[src/rtl/ife_defs.svh]
// Address map, bit positions and reset values of the interrupt flag and enable unit.
`ifndef IFE_DEFS_SVH
`define IFE_DEFS_SVH

`define IFE_ADDR_FLAG_ALIAS 8'h10
`define IFE_ADDR_FLAGS      8'h11
`define IFE_ADDR_ENABLES    8'h12
`define IFE_ADDR_CTRA_LOW   8'h18
`define IFE_ADDR_CTRA_LATCH 8'h1A
`define IFE_ADDR_CTRB_LOW   8'h1C
`define IFE_ADDR_CTRB_LATCH 8'h1E

`define IFE_ALIAS_READ      8'hFF
`define IFE_UNMAPPED_READ   8'h00
`define IFE_FLAGS_RESET     8'h00
`define IFE_ENABLES_RESET   8'h00

`define IFE_BIT_CTRA        4
`define IFE_BIT_CTRB        5
`define IFE_BIT_RX          6
`define IFE_BIT_TX          7
`define IFE_NUM_EDGE        4
`define IFE_FALL_MASK       4'hC
`define IFE_RX_STATUS_MASK  8'h0F
`define IFE_TX_EMPTY_BIT    6
`define IFE_TX_HOLD_BIT     5
`define IFE_TX_DONE_BIT     7

`endif

[src/rtl/ife_pkg.sv]
// Types shared by the interrupt flag and enable unit.
package ife_pkg;
  typedef logic [7:0] ife_byte_t;
  typedef logic [3:0] ife_edge_t;
endpackage

[src/rtl/ife_edge_detect.sv]
// Single-line edge detector with selectable polarity.
`timescale 1ns/100ps
module ife_edge_detect #(
  parameter bit FALLING = 1'b0
) (
  input  wire logic clk_sys,
  input  wire logic rst,
  input  wire logic clkEn,
  input  wire logic lineIn,
  output logic      edgeSeen
);

  logic prev_r;
  logic prev_nxt;
  logic primed_r;
  logic primed_nxt;

  // ----------------------------------------------------------------
  // Sample and compare.
  // ----------------------------------------------------------------
  always_comb
  begin
    prev_nxt   = lineIn;
    primed_nxt = 1'b1;
    if (FALLING)
      edgeSeen = clkEn & primed_r & prev_r & ~lineIn;
    else
      edgeSeen = clkEn & primed_r & ~prev_r & lineIn;
  end

  always_ff @(posedge clk_sys or posedge rst)
  begin
    if (rst)
    begin
      prev_r   <= 1'b0;
      primed_r <= 1'b0;
    end
    else if (clkEn)
    begin
      prev_r   <= prev_nxt;
      primed_r <= primed_nxt;
    end
  end

endmodule

[src/rtl/ife_irq_unit.sv]
// Interrupt flag and enable registers with the maskable request output.
//
// Functional notes
// Eight sources each have an enable bit, and a set flag with its enable one raises the request.
// With several conditions pending the request stays high until every enabled one is cleared.
// The eight-bit pending flag register reads back at any time at location 11.
// A read at 10 returns FF and a write to 10 lands in the flag register, clearing chosen bits.
// A one written to an edge flag has no effect, so a flag set after the read survives.
// The source mask register at 12 sets bits written one and clears bits written zero.
// Reset clears every bit of the source mask register.
// Flags 0 and 1 set on a rising edge of port A lines 0 and 1.
// Flags 2 and 3 set on a falling edge of port A lines 2 and 3.
// Edge flags clear only by a bit clear aimed at location 10 or by reset; the code also clears them on a bit clear written to 11.
// Flag 4 sets on counter A underflow and clears on a read of 18, any write to 1A, or reset.
// Flag 5 sets on counter B underflow and clears on a read of 1C, any write to 1E, or reset.
// Flag 6 is set while any serial status bit 0 to 3 is one and clears when all are zero.
// Flag 7 is set while status 6 is one with 5 zero, or status 7 is one, and clears otherwise.
// The processor ignores the request while its interrupt-disable bit is one.
// Edge detectors sample port A lines 0 to 3 every clock and compare with the last sample.
// The request is the OR of all flag and enable pairs, held as a level.
`timescale 1ns/100ps
`include "ife_defs.svh"
module ife_irq_unit (
  input  wire logic            clk_sys,
  input  wire logic            rst,
  input  wire logic            clkEn,
  input  wire logic [7:0]      busAddr,
  input  wire logic            busRd,
  input  wire logic            busWr,
  input  wire logic [7:0]      busWdata,
  output ife_pkg::ife_byte_t   busRdata_r,
  input  wire logic [3:0]      portA,
  input  wire logic            ctrAUnderflow,
  input  wire logic            ctrBUnderflow,
  input  wire logic [7:0]      serialStatus,
  output ife_pkg::ife_byte_t   pendingFlags_r,
  output ife_pkg::ife_byte_t   sourceMask_r,
  output logic                 irqReq_r
);

  localparam logic [3:0] FALL_SEL = `IFE_FALL_MASK;

  ife_pkg::ife_edge_t edgeSeen;
  ife_pkg::ife_byte_t flags_nxt;
  ife_pkg::ife_byte_t mask_nxt;
  ife_pkg::ife_byte_t rdata_nxt;
  logic               irq_nxt;
  logic               flagWrite;
  logic               maskWrite;
  logic               clrCtrA;
  logic               clrCtrB;
  logic               rxCond;
  logic               txCond;

  // ----------------------------------------------------------------
  // Edge detectors on port A lines 0 to 3.
  // ----------------------------------------------------------------
  genvar gi;
  generate
    for (gi = 0; gi < `IFE_NUM_EDGE; gi++)
    begin : gEdge
      ife_edge_detect #(
        .FALLING (FALL_SEL[gi])
      ) uEdge (
        .clk_sys  (clk_sys),
        .rst      (rst),
        .clkEn    (clkEn),
        .lineIn   (portA[gi]),
        .edgeSeen (edgeSeen[gi])
      );
    end
  endgenerate

  // ----------------------------------------------------------------
  // Address decode and serial status conditions.
  // ----------------------------------------------------------------
  always_comb
  begin
    flagWrite = busWr & ((busAddr == `IFE_ADDR_FLAG_ALIAS) | (busAddr == `IFE_ADDR_FLAGS));
    maskWrite = busWr & (busAddr == `IFE_ADDR_ENABLES);
    clrCtrA   = (busRd & (busAddr == `IFE_ADDR_CTRA_LOW))
              | (busWr & (busAddr == `IFE_ADDR_CTRA_LATCH));
    clrCtrB   = (busRd & (busAddr == `IFE_ADDR_CTRB_LOW))
              | (busWr & (busAddr == `IFE_ADDR_CTRB_LATCH));
    rxCond    = |(serialStatus & `IFE_RX_STATUS_MASK);
    txCond    = (serialStatus[`IFE_TX_EMPTY_BIT] & ~serialStatus[`IFE_TX_HOLD_BIT])
              | serialStatus[`IFE_TX_DONE_BIT];
  end

  // ----------------------------------------------------------------
  // Flag, mask, read data and request next values.
  // ----------------------------------------------------------------
  always_comb
  begin
    flags_nxt = pendingFlags_r;
    for (int i = 0; i < `IFE_NUM_EDGE; i++)
    begin
      if (flagWrite && !busWdata[i])
        flags_nxt[i] = 1'b0;
      if (edgeSeen[i])
        flags_nxt[i] = 1'b1;
    end
    if (clrCtrA)
      flags_nxt[`IFE_BIT_CTRA] = 1'b0;
    if (ctrAUnderflow)
      flags_nxt[`IFE_BIT_CTRA] = 1'b1;
    if (clrCtrB)
      flags_nxt[`IFE_BIT_CTRB] = 1'b0;
    if (ctrBUnderflow)
      flags_nxt[`IFE_BIT_CTRB] = 1'b1;
    flags_nxt[`IFE_BIT_RX] = rxCond;
    flags_nxt[`IFE_BIT_TX] = txCond;

    mask_nxt = sourceMask_r;
    if (maskWrite)
      mask_nxt = busWdata;

    rdata_nxt = busRdata_r;
    if (busRd)
    begin
      unique case (busAddr)
        `IFE_ADDR_FLAG_ALIAS: rdata_nxt = `IFE_ALIAS_READ;
        `IFE_ADDR_FLAGS:      rdata_nxt = pendingFlags_r;
        `IFE_ADDR_ENABLES:    rdata_nxt = sourceMask_r;
        default:              rdata_nxt = `IFE_UNMAPPED_READ;
      endcase
    end

    irq_nxt = |(flags_nxt & mask_nxt);
  end

  // ----------------------------------------------------------------
  // State registers.
  // ----------------------------------------------------------------
  always_ff @(posedge clk_sys or posedge rst)
  begin
    if (rst)
    begin
      pendingFlags_r <= `IFE_FLAGS_RESET;
      sourceMask_r   <= `IFE_ENABLES_RESET;
      busRdata_r     <= `IFE_UNMAPPED_READ;
      irqReq_r       <= 1'b0;
    end
    else if (clkEn)
    begin
      pendingFlags_r <= flags_nxt;
      sourceMask_r   <= mask_nxt;
      busRdata_r     <= rdata_nxt;
      irqReq_r       <= irq_nxt;
    end
  end

endmodule

[config.mk]
export PLATFORM = sky130hd
export DESIGN_NAME = ife_irq_unit
export DESIGN_NICKNAME = d
export VERILOG_FILES = /design/src/rtl/ife_pkg.sv /design/src/rtl/ife_edge_detect.sv /design/src/rtl/ife_irq_unit.sv
export VERILOG_INCLUDE_DIRS = /design/src /design/src/rtl
export SDC_FILE = /design/constraint.sdc
export NUM_CORES = 1
export LEC_CHECK = 0
export BUFFER_PORTS_ARGS = -buffer_cell sky130_fd_sc_hd__buf_2
export CORE_AREA = 2 2 67 69
export DETAILED_ROUTE_END_ITERATION = 16
export DIE_AREA = 0 0 69 71
export GPL_TIMING_DRIVEN = 0
export MAX_ROUTING_LAYER = met4
export PLACE_DENSITY = 0.76
export SYNTH_ARGS = -nofsm -noshare
export SYNTH_HDL_FRONTEND = slang
export SYNTH_SLANG_ARGS = --single-unit
[constraint.sdc]
create_clock -name clk_sys -period 2.2 [get_ports clk_sys]
set_clock_uncertainty 0.15 [all_clocks]
set_input_delay 0.22 -clock clk_sys [delete_from_list [all_inputs] [get_ports clk_sys]]
set_output_delay 0.22 -clock clk_sys [all_outputs]
set_load 0.02 [all_outputs]
==> flow_metrics.tcl, run 1 <==
set metrics [dict create \
    run_status "completed" \
    worstHoldPathType "in2reg" \
    antenna_cells 0 \
    dpl_worst_slack_ns -0.404 \
    yosys_register_bits 30 \
    max_cap_violations 0 \
    clockRootBuffer "clkbuf_8" \
    floorplan.core_area_um2 4200 \
    finalHoldWorstSlack_ns 0.0231 \
    htree_levels 2 \
    final_hold_viol_count 0 \
    least_setup_slack_across_all_paths_after_layout_ns 0.0577 \
    floorplan.initialDensity_pct 38.9 \
    clkSinkCount 30 \
    place.port_buffers 58 \
    cellPowerDensity_nw_per_um2 673 \
    synth_flop_cell "dfrtp_1" \
    antenna_found_initial 0 \
    clkLatencyLatePin_ns 0.28 \
    site_row_count 24 \
    arrival_ns 2.15 \
    worst_path_largest_cell_delay_ns 0.53 \
    syn_avg_cell_area_um2 9.73 \
    finalSetupViolations 0 \
    synth-async-reset-ratio_pct 100 \
    netlist_instances 168 \
    avgViaCountPerCell 5.46 \
    grt_setup_unrepaired "false" \
    synth_simple_gate_area_share_pct 16.8 \
    final-max-slew-violation-count 0 \
    io_pins 60 \
    grt_first_pass_wirelength_um 7250 \
    drc_errors_left 0 \
    routed-via-count 1568 \
    wirelength_um 4370 \
    setup_tns_ns 0 \
    drt_iter0_drc 69 \
    final_util_pct 51.8 \
    fp.dieH_um 71 \
    first_global_vias 1533 \
    synth.cell_area_um2 1640 \
    synth-edff-count 0 \
    tritoncts "built" \
    post_synth_mux_area_share_pct 10.2 \
    clock_period_minus_final_worst_setup_slack_ns 2.14 \
    cp_data_required_time_ns 2.21 \
    worst_setup_hold_path_clk_slew_ns 0.07 \
    setup.worst_path.end_class "register" \
    max-clock-path-buffers 2 \
    setup.worst_path.class "in2reg" \
    critical_path.n_buffers_inverters 2 \
    hpwlAfterDp_um 3280 \
    final_replace_weighted_congestion 0.931 \
    achievable-frequency_mhz 467 \
    cts_inserted_buffers 5 \
    worst_path_dominant_cell_family "simple AND/OR/NAND/NOR gates" \
    cp_cell_sequence "buf_2, or4b_4, buf_6, nor4_4, mux2_4, a2111oi_4, a31oi_1" \
    critPathMaxFanout 9 \
    postRouteAntennaNets 0 \
    maxSlewHeadroom_pct 24.8 \
    r2r_setup_slack_ns 0.44 \
    final_cell_mix "buf_2, dfrtp_1, a21oi_1" \
    synth-xor-area-share_pct 0 \
    mostFrequentLayoutCell "buf_2" \
    synth_top_cell_area_share_pct 45.9 \
    wire_per_inst_um 15.2 \
    power.ir.vdd_worst_v 0.000390 \
    die_ar_um2 4900 \
    layout.nets 269 \
    grt_start_max_net_pins 31 \
    finalCritPeriodShare_pct 97.4 \
    total_number_of_yosys_warnings 0 \
    synth_fa_ha_area_share_pct 0 \
    synthTopCellsByArea "dfrtp_1, mux2_2, a21oi_1" \
    grt_overflow_total 0 \
    layout-area-overhead-vs-synth_pct 33.1 \
    drt_first_pass_iters 4 \
    cpMaxStageDelayCell "or4b_4" \
    worst-slew-pin-transition_ns 1.13 \
    yosys.cell_types.count 40 \
    worstSetupStartpointType "input pin" \
    synth-compound-area-share_pct 22.0 \
    combinational_family_with_the_most_area_after_synthesis "compound AO/OA/AOI/OAI gates" \
    die_width_um 69 \
    synth_area_leader_cell "dfrtp_1" \
    p_leak_nw 1.04 \
    final_layout_size_suffix_gt1_share_pct 37.0 \
    synth.yosys.seq_area_share_pct 45.9 \
    mappedNetlistNets 203 \
    grtUsageTotal_pct 19.3 \
]
## synth_stat cells, drive strengths merged (2+ instances only)
cell type	number
a21oi	16
a311oi	4
a31o	2
a31oi	5
buf	3
clkbuf	5
dfrtp	30
inv	14
mux2	13
mux2i	2
nand2	15
nand2b	3
nand3b	2
nand4b	2
nor2	6
nor2b	5
nor4	4
o21a	3
o21ai	7
o31ai	9
o41ai	2
## where the power goes
| part | internal (mW) | switching [mW] | total, mW |
|---|---|---|---|
| registers | 0.571 | 0.0129 | 0.584 |
| clock network | 0.483 | 0.217 | 0.700 |
| logic | 0.0719 | 0.108 | 0.180 |
## logic make-up after synthesis
kind of cell           count (synthesis)
muxes                                 15
AOI/OAI and AO/OA                     54
and+or+nand+nor                       47
DFF                                   30
buffers and inverters                 22
## flip-flops by register name, indices dropped and copies added (netlist names)
register	flops
busRdata_r	8
gEdge.uEdge.prev_r	4
gEdge.uEdge.primed_r	1
irqReq_r	1
pendingFlags_r	8
sourceMask_r	8
## worst paths after layout
path / startpoint / end / cells past startpoint
worst max register to register: gEdge[1].uEdge.primed_r / irqReq_r / 5
worst min-delay path: portA[2] / gEdge[2].uEdge.prev_r / 2
worst max-delay path: busAddr[5] / irqReq_r / 7
max in group asynchronous: rst / sourceMask_r[1] / 2
min in group asynchronous: rst / busRdata_r[2] / 2
worst min register to register: busRdata_r[4] / busRdata_r[4] / 2
## through the flow
| step | total power, mW | cell area [um^2] | instances |
|---|---|---|---|
| 2_1_floorplan | 0.697 | 1670 | 168 |
| 3_3_place_gp | 0.770 | 2020 | 278 |
| 3_5_place_dp | 0.775 | 2020 | 278 |
| 4_1_cts | 1.47 | 2170 | 286 |
| 5_1_grt | 1.52 | 2180 | 287 |
| 6_report | 1.46 | 2180 | 287 |
## repair_timing
item | in CTS | in global routing
pin swaps | 1 | 1
gates resized for setup | 1 | 0
buffers inserted | 0 | 1
setup endpoints to repair | 9 | 1
hold buffers | 0 | 0
## cell type report
| cell class | count | area, um^2 |
|---|---|---|
| clock buffers | 6 | 82.6 |
| clock inverters | 2 | 60.1 |
| inverters | 14 | 52.6 |
| plain buffers | 8 | 37.5 |
| flip-flops and latches | 30 | 751 |
| repair buffers | 59 | 298 |
| well taps | 52 | 65.1 |
| fillers | 405 | 2030 |
| multi-input cells | 116 | 830 |
## layer usage
layer | vias to the layer above | share of wire [%] | track usage, %
met2 | 47 | 50 | 31.7
met5 | - | 0 | -
met3 | 11 | 4.5 | 4.13
met1 | 754 | 44 | 23.1
li1 | 756 | - | -
met4 | 0 | 1.7 | 7.84
Power figures use the tool's default switching activity.
==> inputs of run 2 (changes only) <==
- CAP_MARGIN: unset -> 20
- CTS_BUF_LIST: unset -> sky130_fd_sc_hd__clkbuf_2 sky130_fd_sc_hd__clkbuf_4 sky130_fd_sc_hd__clkbuf_8
- PLACE_DENSITY: 0.76 -> unset
- PLACE_DENSITY_LB_ADDON: unset -> 0.25
==> run 2 against run 1 <==
  * Sequential cell count stayed put
  * Sequential power barely moved
  * Global-route usage increased by 0.56 points
  * Maximum frequency is 0.37% lower
  * Via count is 0.19% higher
  * Die area stayed put
  * Register-to-register slack worse by 0.06 ns
  * Clock-buffer cell count rose by 1
  * Largest cell class unchanged
  * Utilization rose by 0.48 points
  * Total power shrank 15%
  * Largest power group is now registers
==> flow_metrics.tcl, run 2 (same netlist as run 1, synthesis figures left out) <==
set metrics [dict create \
    run_status "completed" \
    clkLatencyLatePin_ns 0.29 \
    critPathCapture "irqReq_r" \
    power.ir.vdd_worst_v 0.000406 \
    final_layout_size_suffix_gt1_share_pct 38.2 \
    grtUsageTotal_pct 19.8 \
    first_global_vias 1550 \
    setup.worst_path.end_class "register" \
    wirelength_um 4390 \
    layout.nets 275 \
    grt_overflow_total 0 \
    die_width_um 69 \
    finalSetupViolations 0 \
    p_total_mw 1.25 \
    io_pins 60 \
    clockRootBuffer "clkbuf_8" \
    final-max-slew-violation-count 0 \
    layoutNonFillerInstCount 293 \
    grt_start_max_net_pins 18 \
    worstHoldPathType "in2reg" \
    achievable-frequency_mhz 465 \
    path_depth 8 \
    cellPowerDensity_nw_per_um2 568 \
    p_leak_nw 1.05 \
    max-clock-path-buffers 2 \
    worst_path_dominant_cell_family "simple AND/OR/NAND/NOR gates" \
    avgViaCountPerCell 5.36 \
    mostFrequentLayoutCell "buf_2" \
    fill_cells 435 \
    critPathMaxFanout 9 \
    antenna_cells 0 \
    place.detailed.instances 279 \
    r2r_setup_slack_ns 0.38 \
    floorplan.core_area_um2 4200 \
    cts_inserted_buffers 5 \
    final_replace_weighted_congestion 0.838 \
    site_row_count 24 \
    arrival_ns 2.17 \
    drt_iter0_drc 116 \
    min-delay-start "busWdata[7]" \
    drt_first_pass_iters 4 \
    max_cap_violations 0 \
    cpMaxStageDelayCell "or4b_4" \
    crit_startpoint "busAddr[5]" \
    clkSinkCount 30 \
    worst_setup_hold_path_clk_slew_ns 0.06 \
    antenna_found_initial 0 \
    fp.dieH_um 71 \
    postRouteAntennaNets 0 \
    floorplan.initialDensity_pct 38.9 \
    place.port_buffers 58 \
    wire_per_inst_um 15.0 \
    clock_period_minus_final_worst_setup_slack_ns 2.15 \
    htree_levels 2 \
    setup.worst_path.class "in2reg" \
    worstSetupStartpointType "input pin" \
    cp_data_required_time_ns 2.21 \
    setup_tns_ns 0 \
    sequential_power_share_pct 46.8 \
    finalCritPeriodShare_pct 97.7 \
    combinationalPowerShare_pct 15.0 \
    r2r.worst_path.cells 5 \
    worst_path_largest_cell_delay_ns 0.53 \
    maxSlewHeadroom_pct 59.6 \
    grt_first_pass_wirelength_um 7440 \
    die_ar_um2 4900 \
    routed-via-count 1571 \
    tritoncts "built" \
    internal_power_uw 914 \
    critical_path.n_buffers_inverters 3 \
    clock_power_share_pct 38.1 \
    cp_cell_sequence "buf_2, or4b_4, buf_6, nor4_4, buf_4, mux2_4, a2111oi_4, a31oi_1" \
    reg_top3 "busRdata_r x8, pendingFlags_r x8, sourceMask_r x8" \
    r2r_start "gEdge[1].uEdge.primed_r" \
    r2r-end "irqReq_r" \
    power.switching_uw 333 \
    switching_share_pct 26.7 \
    layout-area-overhead-vs-synth_pct 34.3 \
    hpwlAfterDp_um 3300 \
    drc_errors_left 0 \
    final_hold_viol_count 0 \
    final_cell_mix "buf_2, dfrtp_1, a21oi_1" \
    worst-slew-pin-transition_ns 0.606 \
]
-- run 2: cell type report --
cell class                      instances  area [um^2]  share of cell area (%)
Clock buffer                            7         90.1                    4.10
Clock inverter                          1         5.00                   0.228
Multi-Input combinational cell        116          830                    37.8
Buffer                                  8         37.5                    1.71
Timing Repair Buffer                   65          365                    16.6
Tap cell                               52         65.1                    2.96
Inverter                               14         52.6                    2.39
Sequential cell                        30          751                    34.2
-- run 2: how the worst min path moves through the flow --
stage	endpoint	slack, ns	depth (start not counted)
after CTS	sourceMask_r[7]	0.01	2
after detailed placement	busRdata_r[6]	0.17	2
after global placement	sourceMask_r[7]	0.31	2
after global routing	sourceMask_r[7]	0.02	2
after floorplan	busRdata_r[0]	0.16	1
final	sourceMask_r[7]	0.02	2
-- run 2: power by group through the flow --
stage	clock (mW)	sequential, mW	combinational (mW)
after floorplan	0	0.608	0.0889
after global placement	0	0.594	0.177
after detailed placement	0	0.594	0.186
after CTS	0.483	0.584	0.188
after global routing	0.515	0.586	0.209
final	0.476	0.584	0.187
-- run 2: metrics by stage --
step	setup WS [ns]	hold WS, ns	cell area [um^2]	util (%)
5_1_grt	-0.00456	0.0237	2200	52.2
3_5_place_dp	-0.404	0.165	2050	48.8
2_1_floorplan	-0.0615	0.161	1670	-
6_report	0.0498	0.0185	2200	52.2
4_1_cts	0.0504	0.0110	2160	51.3
3_3_place_gp	-0.418	0.306	2020	48.1
-- run 2: repair_timing --
action / CTS / global route
pin swaps: 1 / 1
endpoints found under the hold margin: 13 / 0
gates cloned: 0 / 0
setup buffers: 0 / 5
gates resized for setup: 1 / 0
hold buffers: 1 / 0
setup endpoints to repair: 9 / 1
-- run 2: layer usage --
layer / share of wire [%] / global-route usage (%) / vias to the layer above / wire [um]
met2: 48 / 31.1 / 45 / 2090
li1: - / - / 766 / -
met4: 1.3 / 5.88 / 0 / 59
met5: 0 / - / - / 0
met1: 46 / 25.4 / 754 / 2020
met3: 5.0 / 5.27 / 6 / 218
